<file path="config.mk">
export PLATFORM = sky130hd
export DESIGN_NAME = scs_top
export DESIGN_NICKNAME = d
export VERILOG_FILES = /design/src/logic/scs_pkg.sv /design/src/logic/scs_sync_if.sv /design/src/logic/scs_sync.sv /design/src/logic/scs_top.sv
export VERILOG_INCLUDE_DIRS = /design/src /design/src/logic
export SDC_FILE = /design/constraint.sdc
export NUM_CORES = 1
export LEC_CHECK = 0
export ABC_AREA = 1
export BUFFER_PORTS_ARGS = -buffer_cell sky130_fd_sc_hd__buf_2
export CAP_MARGIN = 10
export CORE_UTILIZATION = 50
export CTS_BUF_LIST = sky130_fd_sc_hd__clkbuf_16
export CTS_CLUSTER_DIAMETER = 120
export DETAILED_ROUTE_END_ITERATION = 7
export PLACE_DENSITY_LB_ADDON = 0.25
export SLEW_MARGIN = 5
export SYNTH_ARGS = -nofsm -noshare
export SYNTH_HDL_FRONTEND = slang
export SYNTH_SLANG_ARGS = --single-unit
</file>
<file path="constraint.sdc">
create_clock -name clock_in -period 3.19 [get_ports clock_in]
set_clock_uncertainty 0.1 [all_clocks]
set_input_delay 0 -clock clock_in [delete_from_list [all_inputs] [get_ports clock_in]]
set_output_delay 0 -clock clock_in [all_outputs]
set_load 0.03 [all_outputs]
</file>
<file path="src/logic/scs_defs.svh">
`ifndef SCS_DEFS_SVH
`define SCS_DEFS_SVH

// ----------------------------------------------------------------------------
// register indices; the wishbone byte address is four times the index
// ----------------------------------------------------------------------------
`define SCS_ADDR_W 18
`define SCS_CTRL_IDX 16'hFFDA
`define SCS_STAT_IDX 16'hFFDC
`define SCS_CFG_IDX 16'hFFE0
`define SCS_IRQ_STAT_IDX 16'hFFE1
`define SCS_IRQ_MASK_IDX 16'hFFE2

// ----------------------------------------------------------------------------
// reset values and fixed bits
// ----------------------------------------------------------------------------
`define SCS_CTRL_RST 8'h0C
`define SCS_STAT_RST 8'h87
`define SCS_CTRL_RSVD 8'h0C
`define SCS_STAT_RSVD 8'h07
`define SCS_CFG_RST 8'h00
`define SCS_IRQ_RST 3'h0

// ----------------------------------------------------------------------------
// control field positions
// ----------------------------------------------------------------------------
`define SCS_TIE_BIT 7
`define SCS_RIE_BIT 6
`define SCS_TE_BIT 5
`define SCS_RE_BIT 4
`define SCS_EXTERNAL_CLOCK_SELECT_BIT 1
`define SCS_CLOCK_OUTPUT_ENABLE_BIT 0

// ----------------------------------------------------------------------------
// status field positions
// ----------------------------------------------------------------------------
`define SCS_TX_BUFFER_EMPTY_FLAG_BIT 7
`define SCS_RX_BUFFER_FULL_FLAG_BIT 6
`define SCS_OVERRUN_FLAG_BIT 5
`define SCS_FER_BIT 4
`define SCS_PER_BIT 3

// ----------------------------------------------------------------------------
// config and interrupt field positions
// ----------------------------------------------------------------------------
`define SCS_CFG_SYNC_BIT 0
`define SCS_CFG_PAR_BIT 1
`define SCS_IRQ_W 3
`define SCS_IRQ_TX_BIT 0
`define SCS_IRQ_RX_BIT 1
`define SCS_IRQ_ERR_BIT 2

`endif

</file>
<file path="src/logic/scs_pkg.sv">
package scs_pkg;
  // ----------------------------------------------------------------------------
  // bus handshake states, gray coded along idle -> ack -> idle
  // ----------------------------------------------------------------------------
  typedef enum logic [1:0] {
    SCS_BUS_IDLE = 2'h0,
    SCS_BUS_ACK = 2'h1
  } scs_bus_state_t;

  typedef logic [7:0] scs_byte_t; // one register byte
endpackage

</file>
<file path="src/logic/scs_sync_if.sv">
`timescale 1ns/1ps
// ----------------------------------------------------------------------------
// carries raw pin levels to the synchroniser and the clean copies back
// ----------------------------------------------------------------------------
interface scs_sync_if #(
  parameter int W = 2
);
  logic [W-1:0] async_bits; // raw levels from outside the clock domain
  logic [W-1:0] sync_bits;  // levels after two flip-flops
  modport sync_side(input async_bits, output sync_bits);
  modport user_side(output async_bits, input sync_bits);
endinterface

</file>
<file path="src/logic/scs_sync.sv">
`timescale 1ns/1ps
// ----------------------------------------------------------------------------
// two flip-flop synchroniser for a group of independent levels
// ----------------------------------------------------------------------------
module scs_sync #(
  parameter int W = 2
) (
  input wire logic clk_in,
  input wire logic rst_n_in,
  scs_sync_if.sync_side port
);
  // only independent levels may pass; a bus value could tear across bits
  if (W < 1) begin : g_check
    $error("scs_sync needs at least one bit");
  end

  logic [W-1:0] stage1; // metastable stage, read only by stage2
  logic [W-1:0] stage2; // settled copy

  // both stages reset low so nothing reads an unknown level
  always_ff @(posedge clk_in or negedge rst_n_in) begin
    if (!rst_n_in) begin
      stage1 <= '0;
      stage2 <= '0;
    end else begin
      stage1 <= port.async_bits;
      stage2 <= stage1;
    end
  end

  assign port.sync_bits = stage2;
endmodule

</file>
<file path="src/logic/scs_top.sv">
`timescale 1ns/1ps
`include "scs_defs.svh"
// Notes on behaviour
// - control register reloads 0x0C on reset/standby
// - bit 7 gates transmit-empty request
// - bit 6 gates receive-full and error requests
// - bit 5 enables transmitter, owns transmit pin
// - bit 4 enables receiver, owns receive pin
// - control bits 3,2 read one, unwritable
// - bit 1 selects external clock, pin input
// - bit 0 drives clock out, sync internal
// - status register reloads 0x87 on reset/standby
// - software clears flags only by writing zero
// - transmit-empty clears: read-then-zero or controller write
// - transmit-empty sets: reset, shifter load, disable
// - receive-full sets on clean character completion
// - receive-full clears: read-zero, controller read, reset
// - overrun sets when character completes while full
// - overrun clears: read-then-zero or reset
// - framing error on zero stop bit
// - parity error in async mode with parity
module scs_top (
  input wire logic clock_in,
  input wire logic rst_n_in,
  // classic wishbone slave
  input wire logic wb_cyc_in,
  input wire logic wb_stb_in,
  input wire logic wb_we_in,
  input wire logic [`SCS_ADDR_W-1:0] wb_adr_in,
  input wire logic [3:0] wb_sel_in,
  input wire logic [31:0] wb_dat_in,
  output logic [31:0] wb_dat_out,
  output logic wb_ack_out,
  // chip events
  input wire logic standby_in,
  input wire logic tx_load_in,
  input wire logic ctrl_tx_write_in,
  input wire logic ctrl_rx_read_in,
  input wire logic rx_done_in,
  input wire logic rx_stop_bit_in,
  input wire logic rx_parity_bad_in,
  input wire logic tx_serial_in,
  input wire logic int_sck_in,
  // link pins
  input wire logic rxd_in,
  output logic txd_out,
  output logic txd_oe_out,
  input wire logic sck_in,
  output logic sck_out,
  output logic sck_oe_out,
  // towards shifters and interrupt controller
  output logic rx_data_out,
  output logic ext_clk_rise_out,
  output logic tx_empty_request_out,
  output logic rx_full_request_out,
  output logic rx_error_request_out,
  output logic irq_out
);
  import scs_pkg::*;

  // ----------------------------------------------------------------------------
  // reset release
  // ----------------------------------------------------------------------------
  logic rst_q1; // first release stage
  logic rst_n;  // released reset used by all logic

  // assert at once, release after two edges so no flop leaves reset mid-cycle
  always_ff @(posedge clock_in or negedge rst_n_in) begin
    if (!rst_n_in) begin
      rst_q1 <= 1'b0;
      rst_n <= 1'b0;
    end else begin
      rst_q1 <= 1'b1;
      rst_n <= rst_q1;
    end
  end

  // ----------------------------------------------------------------------------
  // pin synchronisers
  // ----------------------------------------------------------------------------
  scs_sync_if #(.W(2)) pins_if ();
  logic sck_sync; // clean serial clock level
  logic rxd_sync; // clean receive level
  logic sck_prev; // serial clock one cycle ago

  assign pins_if.async_bits = {sck_in, rxd_in};
  assign sck_sync = pins_if.sync_bits[1];
  assign rxd_sync = pins_if.sync_bits[0];

  scs_sync #(.W(2)) u_sync (
    .clk_in(clock_in),
    .rst_n_in(rst_n),
    .port(pins_if.sync_side)
  );

  // ----------------------------------------------------------------------------
  // bus handshake
  // ----------------------------------------------------------------------------
  scs_bus_state_t bus_state; // idle or answering
  logic bus_req;     // master asking, not yet answered
  logic bus_go;      // access completes at this edge
  logic wr_go;       // write completes at this edge
  logic rd_go;       // read completes at this edge
  logic lane0;       // low byte lane selected
  logic hit_ctrl;    // control register addressed
  logic hit_stat;    // status register addressed
  logic hit_cfg;     // config register addressed
  logic hit_istat;   // interrupt status addressed
  logic hit_imask;   // interrupt mask addressed
  logic [7:0] wbyte; // written byte

  assign bus_req = wb_cyc_in && wb_stb_in && (bus_state == SCS_BUS_IDLE);
  assign bus_go = wb_cyc_in && wb_stb_in && (bus_state == SCS_BUS_ACK);
  assign wr_go = bus_go && wb_we_in && lane0;
  assign rd_go = bus_go && !wb_we_in;
  assign lane0 = wb_sel_in[0];
  assign wbyte = wb_dat_in[7:0];
  assign hit_ctrl = (wb_adr_in == {`SCS_CTRL_IDX, 2'h0});
  assign hit_stat = (wb_adr_in == {`SCS_STAT_IDX, 2'h0});
  assign hit_cfg = (wb_adr_in == {`SCS_CFG_IDX, 2'h0});
  assign hit_istat = (wb_adr_in == {`SCS_IRQ_STAT_IDX, 2'h0});
  assign hit_imask = (wb_adr_in == {`SCS_IRQ_MASK_IDX, 2'h0});

  // one wait state: data is registered, ack follows one cycle later
  always_ff @(posedge clock_in or negedge rst_n) begin
    if (!rst_n) begin
      bus_state <= SCS_BUS_IDLE;
    end else begin
      case (bus_state)
        SCS_BUS_IDLE: begin
          if (bus_req) begin
            bus_state <= SCS_BUS_ACK;
          end
        end
        SCS_BUS_ACK: begin
          bus_state <= SCS_BUS_IDLE; // ack lasts exactly one cycle
        end
        default: begin
          bus_state <= SCS_BUS_IDLE;
        end
      endcase
    end
  end

  assign wb_ack_out = (bus_state == SCS_BUS_ACK);

  // ----------------------------------------------------------------------------
  // control register
  // ----------------------------------------------------------------------------
  scs_byte_t ctrl;  // control register
  scs_byte_t cfg;   // mode: sync and parity enable
  logic tx_empty_irq_enable;        // tx_empty_irq_enable
  logic rx_irq_enable;        // rx_irq_enable
  logic tx_enable;  // transmitter on
  logic rx_enable;  // receiver on
  logic external_clock_select; // clock from the pin
  logic clock_output_enable;   // clock driven onto the pin
  logic sync_mode;  // clocked serial format
  logic parity_en;  // parity checked on receive

  // writes touch only writable bits; reserved bits keep their ones
  always_ff @(posedge clock_in or negedge rst_n) begin
    if (!rst_n) begin
      ctrl <= `SCS_CTRL_RST;
    end else if (standby_in) begin
      ctrl <= `SCS_CTRL_RST;
    end else if (wr_go && hit_ctrl) begin
      ctrl <= (wbyte & ~`SCS_CTRL_RSVD) | `SCS_CTRL_RSVD;
    end
  end

  // mode bits normally held in the format register
  always_ff @(posedge clock_in or negedge rst_n) begin
    if (!rst_n) begin
      cfg <= `SCS_CFG_RST;
    end else if (standby_in) begin
      cfg <= `SCS_CFG_RST;
    end else if (wr_go && hit_cfg) begin
      cfg <= wbyte;
    end
  end

  assign tx_empty_irq_enable = ctrl[`SCS_TIE_BIT];
  assign rx_irq_enable = ctrl[`SCS_RIE_BIT];
  assign tx_enable = ctrl[`SCS_TE_BIT];
  assign rx_enable = ctrl[`SCS_RE_BIT];
  assign external_clock_select = ctrl[`SCS_EXTERNAL_CLOCK_SELECT_BIT];
  assign clock_output_enable = ctrl[`SCS_CLOCK_OUTPUT_ENABLE_BIT];
  assign sync_mode = cfg[`SCS_CFG_SYNC_BIT];
  assign parity_en = cfg[`SCS_CFG_PAR_BIT];

  // ----------------------------------------------------------------------------
  // status flags
  // ----------------------------------------------------------------------------
  logic tx_buffer_empty_flag;  // holding register free
  logic rx_buffer_full_flag;   // holding register has a character
  logic overrun_flag;          // character lost
  logic framing_error_flag;    // stop bit was zero
  logic parity_error_flag;     // parity mismatch
  logic [4:0] armed;           // flag read as one since last write
  logic [4:0] clr_req;         // software clear per flag
  logic te_drop;               // transmitter being switched off
  logic rx_frame_bad;          // completed character has stop error
  logic rx_par_bad;            // completed character fails parity
  logic rx_clean;              // completed character without error

  // a clear needs a prior read of one and a written zero; writing one keeps it
  assign clr_req = {5{wr_go && hit_stat}} & armed & ~wbyte[7:3];
  assign te_drop = wr_go && hit_ctrl && tx_enable && !wbyte[`SCS_TE_BIT];
  assign rx_frame_bad = rx_done_in && !rx_stop_bit_in;
  assign rx_par_bad = rx_done_in && !sync_mode && parity_en && rx_parity_bad_in;
  assign rx_clean = rx_done_in && !rx_frame_bad && !rx_par_bad && !rx_buffer_full_flag;

  // arm on a status read, disarm once any status write lands
  always_ff @(posedge clock_in or negedge rst_n) begin
    if (!rst_n) begin
      armed <= 5'h00;
    end else if (standby_in || (wr_go && hit_stat)) begin
      armed <= 5'h00;
    end else if (rd_go && hit_stat) begin
      armed <= wb_dat_out[7:3]; // what the master actually saw
    end
  end

  // transmit-empty: set beats every clear
  always_ff @(posedge clock_in or negedge rst_n) begin
    if (!rst_n) begin
      tx_buffer_empty_flag <= 1'b1;
    end else if (standby_in) begin
      tx_buffer_empty_flag <= 1'b1;
    end else if (tx_load_in || (te_drop && !tx_buffer_empty_flag)) begin
      tx_buffer_empty_flag <= 1'b1;
    end else if (clr_req[4] || ctrl_tx_write_in) begin
      tx_buffer_empty_flag <= 1'b0;
    end
  end

  // receive-full: set only on a clean character
  always_ff @(posedge clock_in or negedge rst_n) begin
    if (!rst_n) begin
      rx_buffer_full_flag <= 1'b0;
    end else if (standby_in) begin
      rx_buffer_full_flag <= 1'b0;
    end else if (rx_clean) begin
      rx_buffer_full_flag <= 1'b1;
    end else if (clr_req[3] || ctrl_rx_read_in) begin
      rx_buffer_full_flag <= 1'b0;
    end
  end

  // overrun: a new character while the last is still unread
  always_ff @(posedge clock_in or negedge rst_n) begin
    if (!rst_n) begin
      overrun_flag <= 1'b0;
    end else if (standby_in) begin
      overrun_flag <= 1'b0;
    end else if (rx_done_in && rx_buffer_full_flag) begin
      overrun_flag <= 1'b1;
    end else if (clr_req[2]) begin
      overrun_flag <= 1'b0;
    end
  end

  // framing error
  always_ff @(posedge clock_in or negedge rst_n) begin
    if (!rst_n) begin
      framing_error_flag <= 1'b0;
    end else if (standby_in) begin
      framing_error_flag <= 1'b0;
    end else if (rx_frame_bad) begin
      framing_error_flag <= 1'b1;
    end else if (clr_req[1]) begin
      framing_error_flag <= 1'b0;
    end
  end

  // parity error; meaningless in sync mode so never set there
  always_ff @(posedge clock_in or negedge rst_n) begin
    if (!rst_n) begin
      parity_error_flag <= 1'b0;
    end else if (standby_in) begin
      parity_error_flag <= 1'b0;
    end else if (rx_par_bad) begin
      parity_error_flag <= 1'b1;
    end else if (clr_req[0]) begin
      parity_error_flag <= 1'b0;
    end
  end

  // ----------------------------------------------------------------------------
  // interrupt requests
  // ----------------------------------------------------------------------------
  logic any_error; // any receive error flag up

  assign any_error = overrun_flag || framing_error_flag || parity_error_flag;
  assign tx_empty_request_out = tx_empty_irq_enable && tx_buffer_empty_flag;
  assign rx_full_request_out = rx_irq_enable && rx_buffer_full_flag;
  assign rx_error_request_out = rx_irq_enable && any_error;

  // ----------------------------------------------------------------------------
  // sticky interrupt status and mask
  // ----------------------------------------------------------------------------
  logic [`SCS_IRQ_W-1:0] irq_stat; // sticky events
  logic [`SCS_IRQ_W-1:0] irq_mask; // one lets an event reach irq_out
  logic [`SCS_IRQ_W-1:0] irq_prev; // requests one cycle ago
  logic [`SCS_IRQ_W-1:0] irq_now;  // requests this cycle
  logic [`SCS_IRQ_W-1:0] irq_rise; // new request edges

  assign irq_now = {rx_error_request_out, rx_full_request_out, tx_empty_request_out};
  assign irq_rise = irq_now & ~irq_prev;

  // edge detect so a long request marks one event, not a stream
  always_ff @(posedge clock_in or negedge rst_n) begin
    if (!rst_n) begin
      irq_prev <= `SCS_IRQ_RST;
    end else begin
      irq_prev <= irq_now;
    end
  end

  // read clears only the bits the master saw; a new edge wins
  always_ff @(posedge clock_in or negedge rst_n) begin
    if (!rst_n) begin
      irq_stat <= `SCS_IRQ_RST;
    end else if (rd_go && hit_istat) begin
      irq_stat <= (irq_stat & ~wb_dat_out[`SCS_IRQ_W-1:0]) | irq_rise;
    end else begin
      irq_stat <= irq_stat | irq_rise;
    end
  end

  // mask register
  always_ff @(posedge clock_in or negedge rst_n) begin
    if (!rst_n) begin
      irq_mask <= `SCS_IRQ_RST;
    end else if (wr_go && hit_imask) begin
      irq_mask <= wbyte[`SCS_IRQ_W-1:0];
    end
  end

  assign irq_out = |(irq_stat & irq_mask);

  // ----------------------------------------------------------------------------
  // read data
  // ----------------------------------------------------------------------------
  scs_byte_t stat_view; // status as seen by software
  scs_byte_t next_rdata; // byte selected by address

  assign stat_view = {tx_buffer_empty_flag, rx_buffer_full_flag, overrun_flag,
                      framing_error_flag, parity_error_flag, 3'h0} | `SCS_STAT_RSVD;

  // unmapped addresses still answer, with zero
  always_comb begin
    next_rdata = 8'h00;
    if (hit_ctrl) begin
      next_rdata = ctrl | `SCS_CTRL_RSVD;
    end else if (hit_stat) begin
      next_rdata = stat_view;
    end else if (hit_cfg) begin
      next_rdata = cfg;
    end else if (hit_istat) begin
      next_rdata = {5'h00, irq_stat};
    end else if (hit_imask) begin
      next_rdata = {5'h00, irq_mask};
    end
  end

  // captured as the request is taken, held through the ack cycle
  always_ff @(posedge clock_in or negedge rst_n) begin
    if (!rst_n) begin
      wb_dat_out <= 32'h0000_0000;
    end else if (bus_req) begin
      wb_dat_out <= {24'h00_0000, next_rdata};
    end
  end

  // ----------------------------------------------------------------------------
  // pin ownership
  // ----------------------------------------------------------------------------
  logic sck_drive; // clock pin driven by this block

  // sck driven only in sync mode on the internal clock
  assign sck_drive = sync_mode && !external_clock_select && clock_output_enable;

  // transmit pin follows tx_serial_in while the transmitter owns it; held high (mark) when released
  always_ff @(posedge clock_in or negedge rst_n) begin
    if (!rst_n) begin
      txd_out <= 1'b1;
      txd_oe_out <= 1'b0;
    end else begin
      txd_out <= tx_enable ? tx_serial_in : 1'b1;
      txd_oe_out <= tx_enable;
    end
  end

  // clock pin: output only when allowed, otherwise released
  always_ff @(posedge clock_in or negedge rst_n) begin
    if (!rst_n) begin
      sck_out <= 1'b0;
      sck_oe_out <= 1'b0;
    end else begin
      sck_out <= sck_drive ? int_sck_in : 1'b0;
      sck_oe_out <= sck_drive;
    end
  end

  // receive pin goes to the receiver only while it is enabled; idle high
  always_ff @(posedge clock_in or negedge rst_n) begin
    if (!rst_n) begin
      rx_data_out <= 1'b1;
    end else begin
      rx_data_out <= rx_enable ? rxd_sync : 1'b1;
    end
  end

  // external clock edges; the pin is never driven in this mode
  always_ff @(posedge clock_in or negedge rst_n) begin
    if (!rst_n) begin
      sck_prev <= 1'b0;
      ext_clk_rise_out <= 1'b0;
    end else begin
      sck_prev <= sck_sync;
      ext_clk_rise_out <= external_clock_select && sck_sync && !sck_prev;
    end
  end
endmodule

</file>
==> results of run 1 <==
[state kept, by name (all words and copies together), names as in the netlist, 2 cells and up]
register,count
armed,5
wb_dat_out,8
u_sync.port.sync_bits,2
cfg,8
irq_mask,3
irq_stat,3
ctrl,6
u_sync.stage1,2
irq_prev,3
[final cells by class]
type	count	area, um2	area share [%]
clock buffer	5	125	3.38
clock inverter	3	41.3	1.11
inverter	50	191	5.17
multi-input combinational	256	1280	34.6
sequential	55	1380	37.3
tap	72	90.1	2.43
timing repair buffer	90	593	16.0
[through the flow]
step	power [mW]	hold slack (ns)	setup WS, ns	instances	instance area [um2]
final	1.52	0.0741	0.974	531	3710
after global routing	1.57	0.104	0.847	531	3710
after CTS	1.52	0.0673	1.04	531	3710
after detailed placement	0.893	-0.313	1.57	495	3260
after global placement	0.890	-0.315	1.60	495	3260
after floorplan	0.863	-0.396	1.45	388	3050
[cells in the final DEF, fill, tap and decap left out, types with 2 or more instances in the layout]
| cell | synthesis | layout |
|---|---|---|
| nand2_1 | 94 | 94 |
| buf_2 | 0 | 61 |
| dfrtp_1 | 52 | 51 |
| inv_1 | 41 | 42 |
| nand3_1 | 29 | 29 |
| dlygate4sd3_1 | 0 | 28 |
| nor2_1 | 27 | 27 |
| conb_1 | 2 | 25 |
| nand4_1 | 14 | 14 |
| nor2_2 | 11 | 11 |
| a21oi_1 | 10 | 10 |
| o21ai_1 | 9 | 9 |
| inv_2 | 6 | 6 |
| o21ai_0 | 6 | 6 |
| nand2_2 | 5 | 5 |
| clkbuf_16 | 0 | 5 |
| nor2_4 | 4 | 4 |
| nand3_2 | 3 | 3 |
| o21ai_2 | 3 | 3 |
| dfstp_2 | 3 | 3 |
| nand3_4 | 2 | 2 |
| nand2_4 | 2 | 2 |
| nor3_2 | 2 | 2 |
| o211ai_1 | 2 | 2 |
[worst min-delay path: cells and delay by family]
| kind | cells | cell delay (ns) |
|---|---|---|
| and+or+nand+nor | 2 | 0.23 |
| AOI/OAI and AO/OA | 1 | 0.08 |
| buffers and inverters | 1 | 0.13 |
[layer usage]
layer / vias to the layer above / wire [um] / global-route usage, %
met3: 12 / 399 / 2.87
met4: 0 / 178 / 10.0
met1: 1216 / 3050 / 31.4
met2: 102 / 3480 / 43.1
li1: 1294 / - / -
met5: - / 0 / 0
[path summary, 6_finish.rpt]
path	start	endpoint	slack, ns
setup / recovery	wb_stb_in	wb_dat_out[2]	0.97
hold / removal	wb_adr_in[2]	irq_stat[2]	0.07
setup reg to reg	bus_state[0]	parity_error_flag	1.07
hold reg to reg	u_sync.stage1[1]	u_sync.port.sync_bits[1]	0.25
max in group asynchronous	rst_n	txd_out	1.86
min in group asynchronous	rst_n	wb_dat_out[7]	0.31
[logic make-up after synthesis]
logic type / after synthesis / share of synthesized area [%]
AND/OR/NAND/NOR: 197 / 33.4
buffers and inverters: 77 / 13.2
flip-flops: 55 / 46.5
AO/OA/AOI/OAI: 34 / 6.66
other: 2 / 0.253
[power groups by stage]
stage               Sequential, mW  Clock (mW)  Combinational (mW)
CTS                          0.731       0.619               0.175
global placement             0.744           0               0.146
global route                 0.734       0.645               0.192
detailed placement           0.744           0               0.149
floorplan                    0.750           0               0.113
finish                       0.731       0.611               0.176
==> summary.md, run 1 <==
| Metric | Value |
|---|---|
| Main synth FF type | `dfrtp_1` |
| Layout Area Growth over Synthesis | `24.9%` |
| Drt first pass iters | `4` |
| Final design utilization | `approximately two thirds` |
| Worst hold path depth | `4` |
| Leading area contributor after synthesis | `dfrtp_1` |
| Fin crit period | `~2.2 ns` |
| Share of layout cells above drive strength 1 | `25.3%` |
| HP Class | `in -> reg` |
| Static leakage power | `1.95 nW` |
| Initial Util | `52.9%` |
| Max-slew violation count | `0` |
| Core Region | `roughly 5600 um2` |
| CTS max path bufs | `2` |
| Mapped cell area | `~3000 um2` |
| Number of DRC markers in iteration 0 | `around 170` |
| Fillers | `480` |
| Max_cap viols | `0` |
| Net Sw Frac | `about 25%` |
| RSZ-0062 raised after global routing | `no` |
| Internal | `between 1 and 1.5 mW` |
| Routed via count | `between 2000 and 3000` |
| Number of flops mapped to enable cells by yosys | `0` |
| CTS tree | `yes` |
| Startpoint types | `input port` |
| CP bufs+invs | `4` |
| Drt total wl | `7100 um` |
| DIE WIDTH | `79.0 um` |
| Setup tns final | `0 ns` |
| Antenna Violating Nets Remaining | `0` |
| # setup viols final | `0` |
| Grt total ovfl | `0` |
| Net Sw Power | `roughly 380 uW` |
| CP Depth | `10` |
| Number of I/O pins | `between 100 and 150` |
| Die footprint | `about 6200 um2` |
| Residual DRC | `0` |
| Post-synth top cells | `94 x nand2_1, 52 x dfrtp_1, 41 x inv_1` |
| First-pass GRT wire length | `around 12000 um` |
| Ant diodes | `0` |
| Synth Instances | `365` |
| Synth top area share | `about 44%` |
| Number of global-route vias before repair | `2508` |
| CTS resizes | `0` |
| Vias per inst | `4.94` |
| Clock power share | `about 40%` |
| Slowest CP cell | `dlygate4sd3_1` |
| Crit path DAT | `about 2.3 ns` |
| Count of cell types in the netlist | `35` |
| CP Capture Type | `flop` |
| Sink Count | `55` |
| Wire per inst | `approximately 13 um` |
| H-tree levels | `2` |
| Hold Fails Final Rpt | `0` |
| Port Buffers | `~60` |
| Sequential share of power | `between 40 and 50%` |
| Top cells by area, synth | `dfrtp_1 44%, nand2_1 12%, buf_4 6.1%` |
| Final HPWL DP | `5160 um` |
| CP cell instances | `dlygate4sd3_1 -> buf_2 -> nand2_1 -> dlygate4sd3_1 -> nor2_2 -> inv_2 -> a21oi_1 -> nand3_1 -> nor2_1 -> nor2_1` |
| Seq/Total Area, Yosys | `a little under half` |
| Setup bufs post-CTS | `0` |
| Final #Nets | `~530` |
| CP Max Fanout | `10` |
| FF-to-FF path depth | `8` |
| Yosys warns | `0` |
| Status | `finished clean` |
| Least-Margin Pin Slew | `slightly above 0.9 ns` |
| Syn Area/Cell | `8.13 um2` |
| Skew-Pair Late Insertion Delay | `about 0.29 ns` |
| CTS buffer count | `5` |
| GRT Overall Usage | `between 20% and 30%` |
| Worst EP required | `around 3.3 ns` |
| Async set-reset flop share out of synthesis | `between 90% and 100%` |
| Die H | `between 70 and 80 um` |
| CTS clk-pin slew, worst paths | `0.07 ns` |
| Initial antenna violation count | `0` |
| Critical Path Max Stage Delay | `between 0.5 and 0.6 ns` |
| Logic pwr share | `11.6%` |
| Final Wtd Congestion | `approximately 0.88` |
| Top delay family on crit path | `buffers and inverters` |
| Most common cell in the netlist | `nand2_1` |
| Slew margin rel. | `roughly 39%` |
| Number of synthesized register bits | `55` |
| Largest net degree at the start of global routing | `40` |
| Pwr dens | `~410 nW/um2` |
| VDD IR-drop max | `between 300 and 400 uV` |
| Hold_buf cts | `28` |
| Fin crit share | `between 60% and 70%` |
| CTS root buf | `clkbuf_16` |
| Fmax | `between 400 and 500 MHz` |
| Row Count | `27` |
| Critical Setup Path Class | `in -> reg` |
(Power assumes the default switching activity.)
==> run 2: changes to the inputs <==
--- a/config.mk
+++ b/config.mk
@@ -9,7 +9,7 @@
 export ABC_AREA = 1
 export BUFFER_PORTS_ARGS = -buffer_cell sky130_fd_sc_hd__buf_2
 export CAP_MARGIN = 10
-export CORE_UTILIZATION = 50
+export CORE_UTILIZATION = 49
 export CTS_BUF_LIST = sky130_fd_sc_hd__clkbuf_16
 export CTS_CLUSTER_DIAMETER = 120
 export DETAILED_ROUTE_END_ITERATION = 7
==> constraint.sdc (replaced) <==
create_clock -name clock_in -period 2.22 [get_ports clock_in]
set_clock_uncertainty 0.1 [all_clocks]
set_input_delay 0 -clock clock_in [delete_from_list [all_inputs] [get_ports clock_in]]
set_output_delay 0 -clock clock_in [all_outputs]
set_load 0.03 [all_outputs]
==> run 2 against run 1 <==
  * Core utilization fell by 0.65 points
  * Clock power grew 45%
  * Global-route usage decreased by 1.8 points
  * Hold slack got worse by 0.039 ns
  * Critical path depth shrank 2
  * Total power rose by 44%
  * Combinational power grew 48%
  * Critical path type is now reg -> reg
  * Largest cell class unchanged
  * Highest routed layer unchanged
==> summary.md, run 2 (synthesis gave the netlist of run 1 again) <==
| Metric | Value |
|---|---|
| Most frequent cells in the layout | `94 x nand2_1, 61 x buf_2, 51 x dfrtp_1` |
| Share of layout cells above drive strength 1 | `25.5% (+0.22 points)` |
| Slew margin rel. | `63.6% (+24 points)` |
| Top delay family on crit path | `simple AND/OR/NAND/NOR gates` |
| Critical R2R Capture | `framing_error_flag` |
| CP Max Fanout | `5 (-5)` |
| Pwr dens | `589 nW/um2 (+44%)` |
| RSZ-0062 raised after global routing | `no` |
| CP Depth | `8 (-2)` |
| Initial Util | `52.3% (-0.63 points)` |
| Crit path DAT | `2.19 ns (-0.12 ns)` |
| Hold Crit Start | `wb_stb_in` |
| Residual DRC | `0 (unchanged)` |
| Max-slew violation count | `0 (unchanged)` |
| Net Sw Frac | `25.1% (+0.14 points)` |
| Final design utilization | `65.4% (-0.65 points)` |
| CTS max path bufs | `2 (unchanged)` |
| Antenna Violating Nets Remaining | `0 (unchanged)` |
| Row Count | `27 (unchanged)` |
| Worst hold path depth | `4 (unchanged)` |
| CTS resizes | `0 (unchanged)` |
| Routed via count | `2677 (+2.0%)` |
| Initial antenna violation count | `0 (unchanged)` |
| Final #Nets | `528 (unchanged)` |
| Ant diodes | `0 (unchanged)` |
| Number of I/O pins | `113 (unchanged)` |
| H-tree levels | `2 (unchanged)` |
| Critical Path Max Stage Delay | `0.57 ns (about the same)` |
| Skew-Pair Late Insertion Delay | `0.29 ns (about the same)` |
| GRT Overall Usage | `23.0% (-1.8 points)` |
| CTS root buf | `clkbuf_16` |
| Worst EP required | `2.29 ns (-0.99 ns)` |
| Reg2Reg Setup Slack | `0.1 ns (-0.97 ns)` |
| Max_cap viols | `0 (unchanged)` |
| Port Buffers | `61 (unchanged)` |
| CTS clk-pin slew, worst paths | `0.07 ns (about the same)` |
| Number of DRC markers in iteration 0 | `153 (-7.8%)` |
| WHS Endpoint | `bus_state[0]` |
| Fin crit share | `a little over nine tenths` |
| Status | `finished clean` |
| Placed Instances | `496 (+0.20%)` |
| Slowest CP cell | `dlygate4sd3_1` |
| Sequential share of power | `47.7% (-0.4 points)` |
| Non-filler cells, final | `531 (unchanged)` |
| First-pass GRT wire length | `11000 um (-6.1%)` |
| Fin crit period | `2.12 ns` |
| CTS buffer count | `5 (unchanged)` |
| CP cell instances | `nand3_1 -> nor2_2 -> inv_2 -> nor2_4 -> nand2_1 -> nand2_1 -> a21oi_1 -> dlygate4sd3_1` |
| Grt total ovfl | `0 (unchanged)` |
| Drt first pass iters | `5 (+1)` |
| Top Registers | `cfg x8, wb_dat_out x8, ctrl x6` |
| Internal | `1.64 mW (+44%)` |
| Vias per inst | `5.04 (+2.0%)` |
| Most frequent CP cell | `nand2_1` |
| DIE WIDTH | `79.8 um (+0.99%)` |
| Largest net degree at the start of global routing | `30 (-25%)` |
| Number of global-route vias before repair | `2400 (-4.3%)` |
| Die footprint | `6370 um2 (+2.0%)` |
| Startpoint types | `flop` |
| Logic pwr share | `11.9% (+0.3 points)` |
| Critical Setup Path Class | `reg -> reg` |
| Least-Margin Pin Slew | `0.546 ns (-0.365 ns)` |
| Wire per inst | `13.0 um (-2.9%)` |
| Final Wtd Congestion | `0.853 (-3.2%)` |
| Core Region | `5680 um2 (+1.2%)` |
| Place WS | `0.691 ns (-0.884 ns)` |
| HP Class | `in -> reg` |
| CTS tree | `yes` |
| CP bufs+invs | `2 (-2)` |
| Setup tns final | `0 ns (unchanged)` |
| Worst r2r src | `bus_state[0]` |
| Drt total wl | `6900 um (-2.9%)` |
| Fmax | `472 MHz` |
| Layout Area Growth over Synthesis | `25.1%` |
| Final WS setup | `0.0998 ns (-0.874 ns)` |
| Most common cell after layout, fill and taps aside | `nand2_1` |
| Setup bufs post-CTS | `0 (unchanged)` |
| FF-to-FF path depth | `8 (unchanged)` |
| Net Sw Power | `548 uW (+45%)` |
| Clock power share | `40.3% (about the same)` |
| Die H | `79.8 um (+0.99%)` |
| Sink Count | `55 (unchanged)` |
| # setup viols final | `0 (unchanged)` |
| Hold Fails Final Rpt | `0 (unchanged)` |
| Hold_buf cts | `27 (-3.6%)` |
| Static leakage power | `1.96 nW (+0.43%)` |
| Crit. Startpoint | `bus_state[0]` |
| VDD IR-drop max | `424 uV (+24%)` |
| Final HPWL DP | `4970 um (-3.6%)` |
| Worst hold-check slack | `0.0355 ns (-0.0386 ns)` |
| CP Capture Type | `flop` |
## run 2: cell types whose count changed in the layout (fill, tap and decap cells not counted), sizes merged
cell         change
clkinvlp         -1
dlygate4sd3      -1
clkinv           +2
inv              -1
buf              +1
## run 2: how the worst max path moves through the flow
stage / slack [ns] / endpoint
6_report: 0.1 / framing_error_flag
5_1_grt: 0.02 / framing_error_flag
4_1_cts: 0.12 / overrun_flag
3_5_place_dp: 0.69 / overrun_flag
3_3_place_gp: 0.72 / rx_buffer_full_flag
2_1_floorplan: 0.48 / armed[0]
## run 2: layout make-up
| class | count | area, um2 |
|---|---|---|
| fill | 510 | 1960 |
| sequential | 55 | 1380 |
| multi-input combinational | 256 | 1280 |
| timing repair buffer | 90 | 603 |
| inverter | 50 | 191 |
| clock buffer | 5 | 125 |
| tap | 72 | 90.1 |
| clock inverter | 3 | 38.8 |
## run 2: through the flow
stage	power, mW	cell area [um2]
floorplan	1.24	3050
global placement	1.28	3280
detailed placement	1.29	3280
CTS	2.19	3710
global route	2.26	3710
finish	2.19	3710
## run 2: routing by layer
layer  global-route usage, %  up-vias  share of wire [%]
met4                    10.4        0                2.7
met1                    30.6     1253                 43
met3                    4.11       14                7.0
met5                       0        -                  0
li1                        -     1295                  -
met2                    36.6      115                 47
## run 2: power groups by stage
stage / Combinational [mW] / Sequential (mW) / Clock (mW)
6_report: 0.260 / 1.04 / 0.883
5_1_grt: 0.285 / 1.05 / 0.931
4_1_cts: 0.258 / 1.05 / 0.889
3_5_place_dp: 0.223 / 1.06 / 0
3_3_place_gp: 0.220 / 1.06 / 0
2_1_floorplan: 0.162 / 1.08 / 0
## run 2: worst min-delay path, delay by kind of cell
family	cells	cell delay, ns
AND/OR/NAND/NOR	2	0.10
buffers and inverters	2	0.27
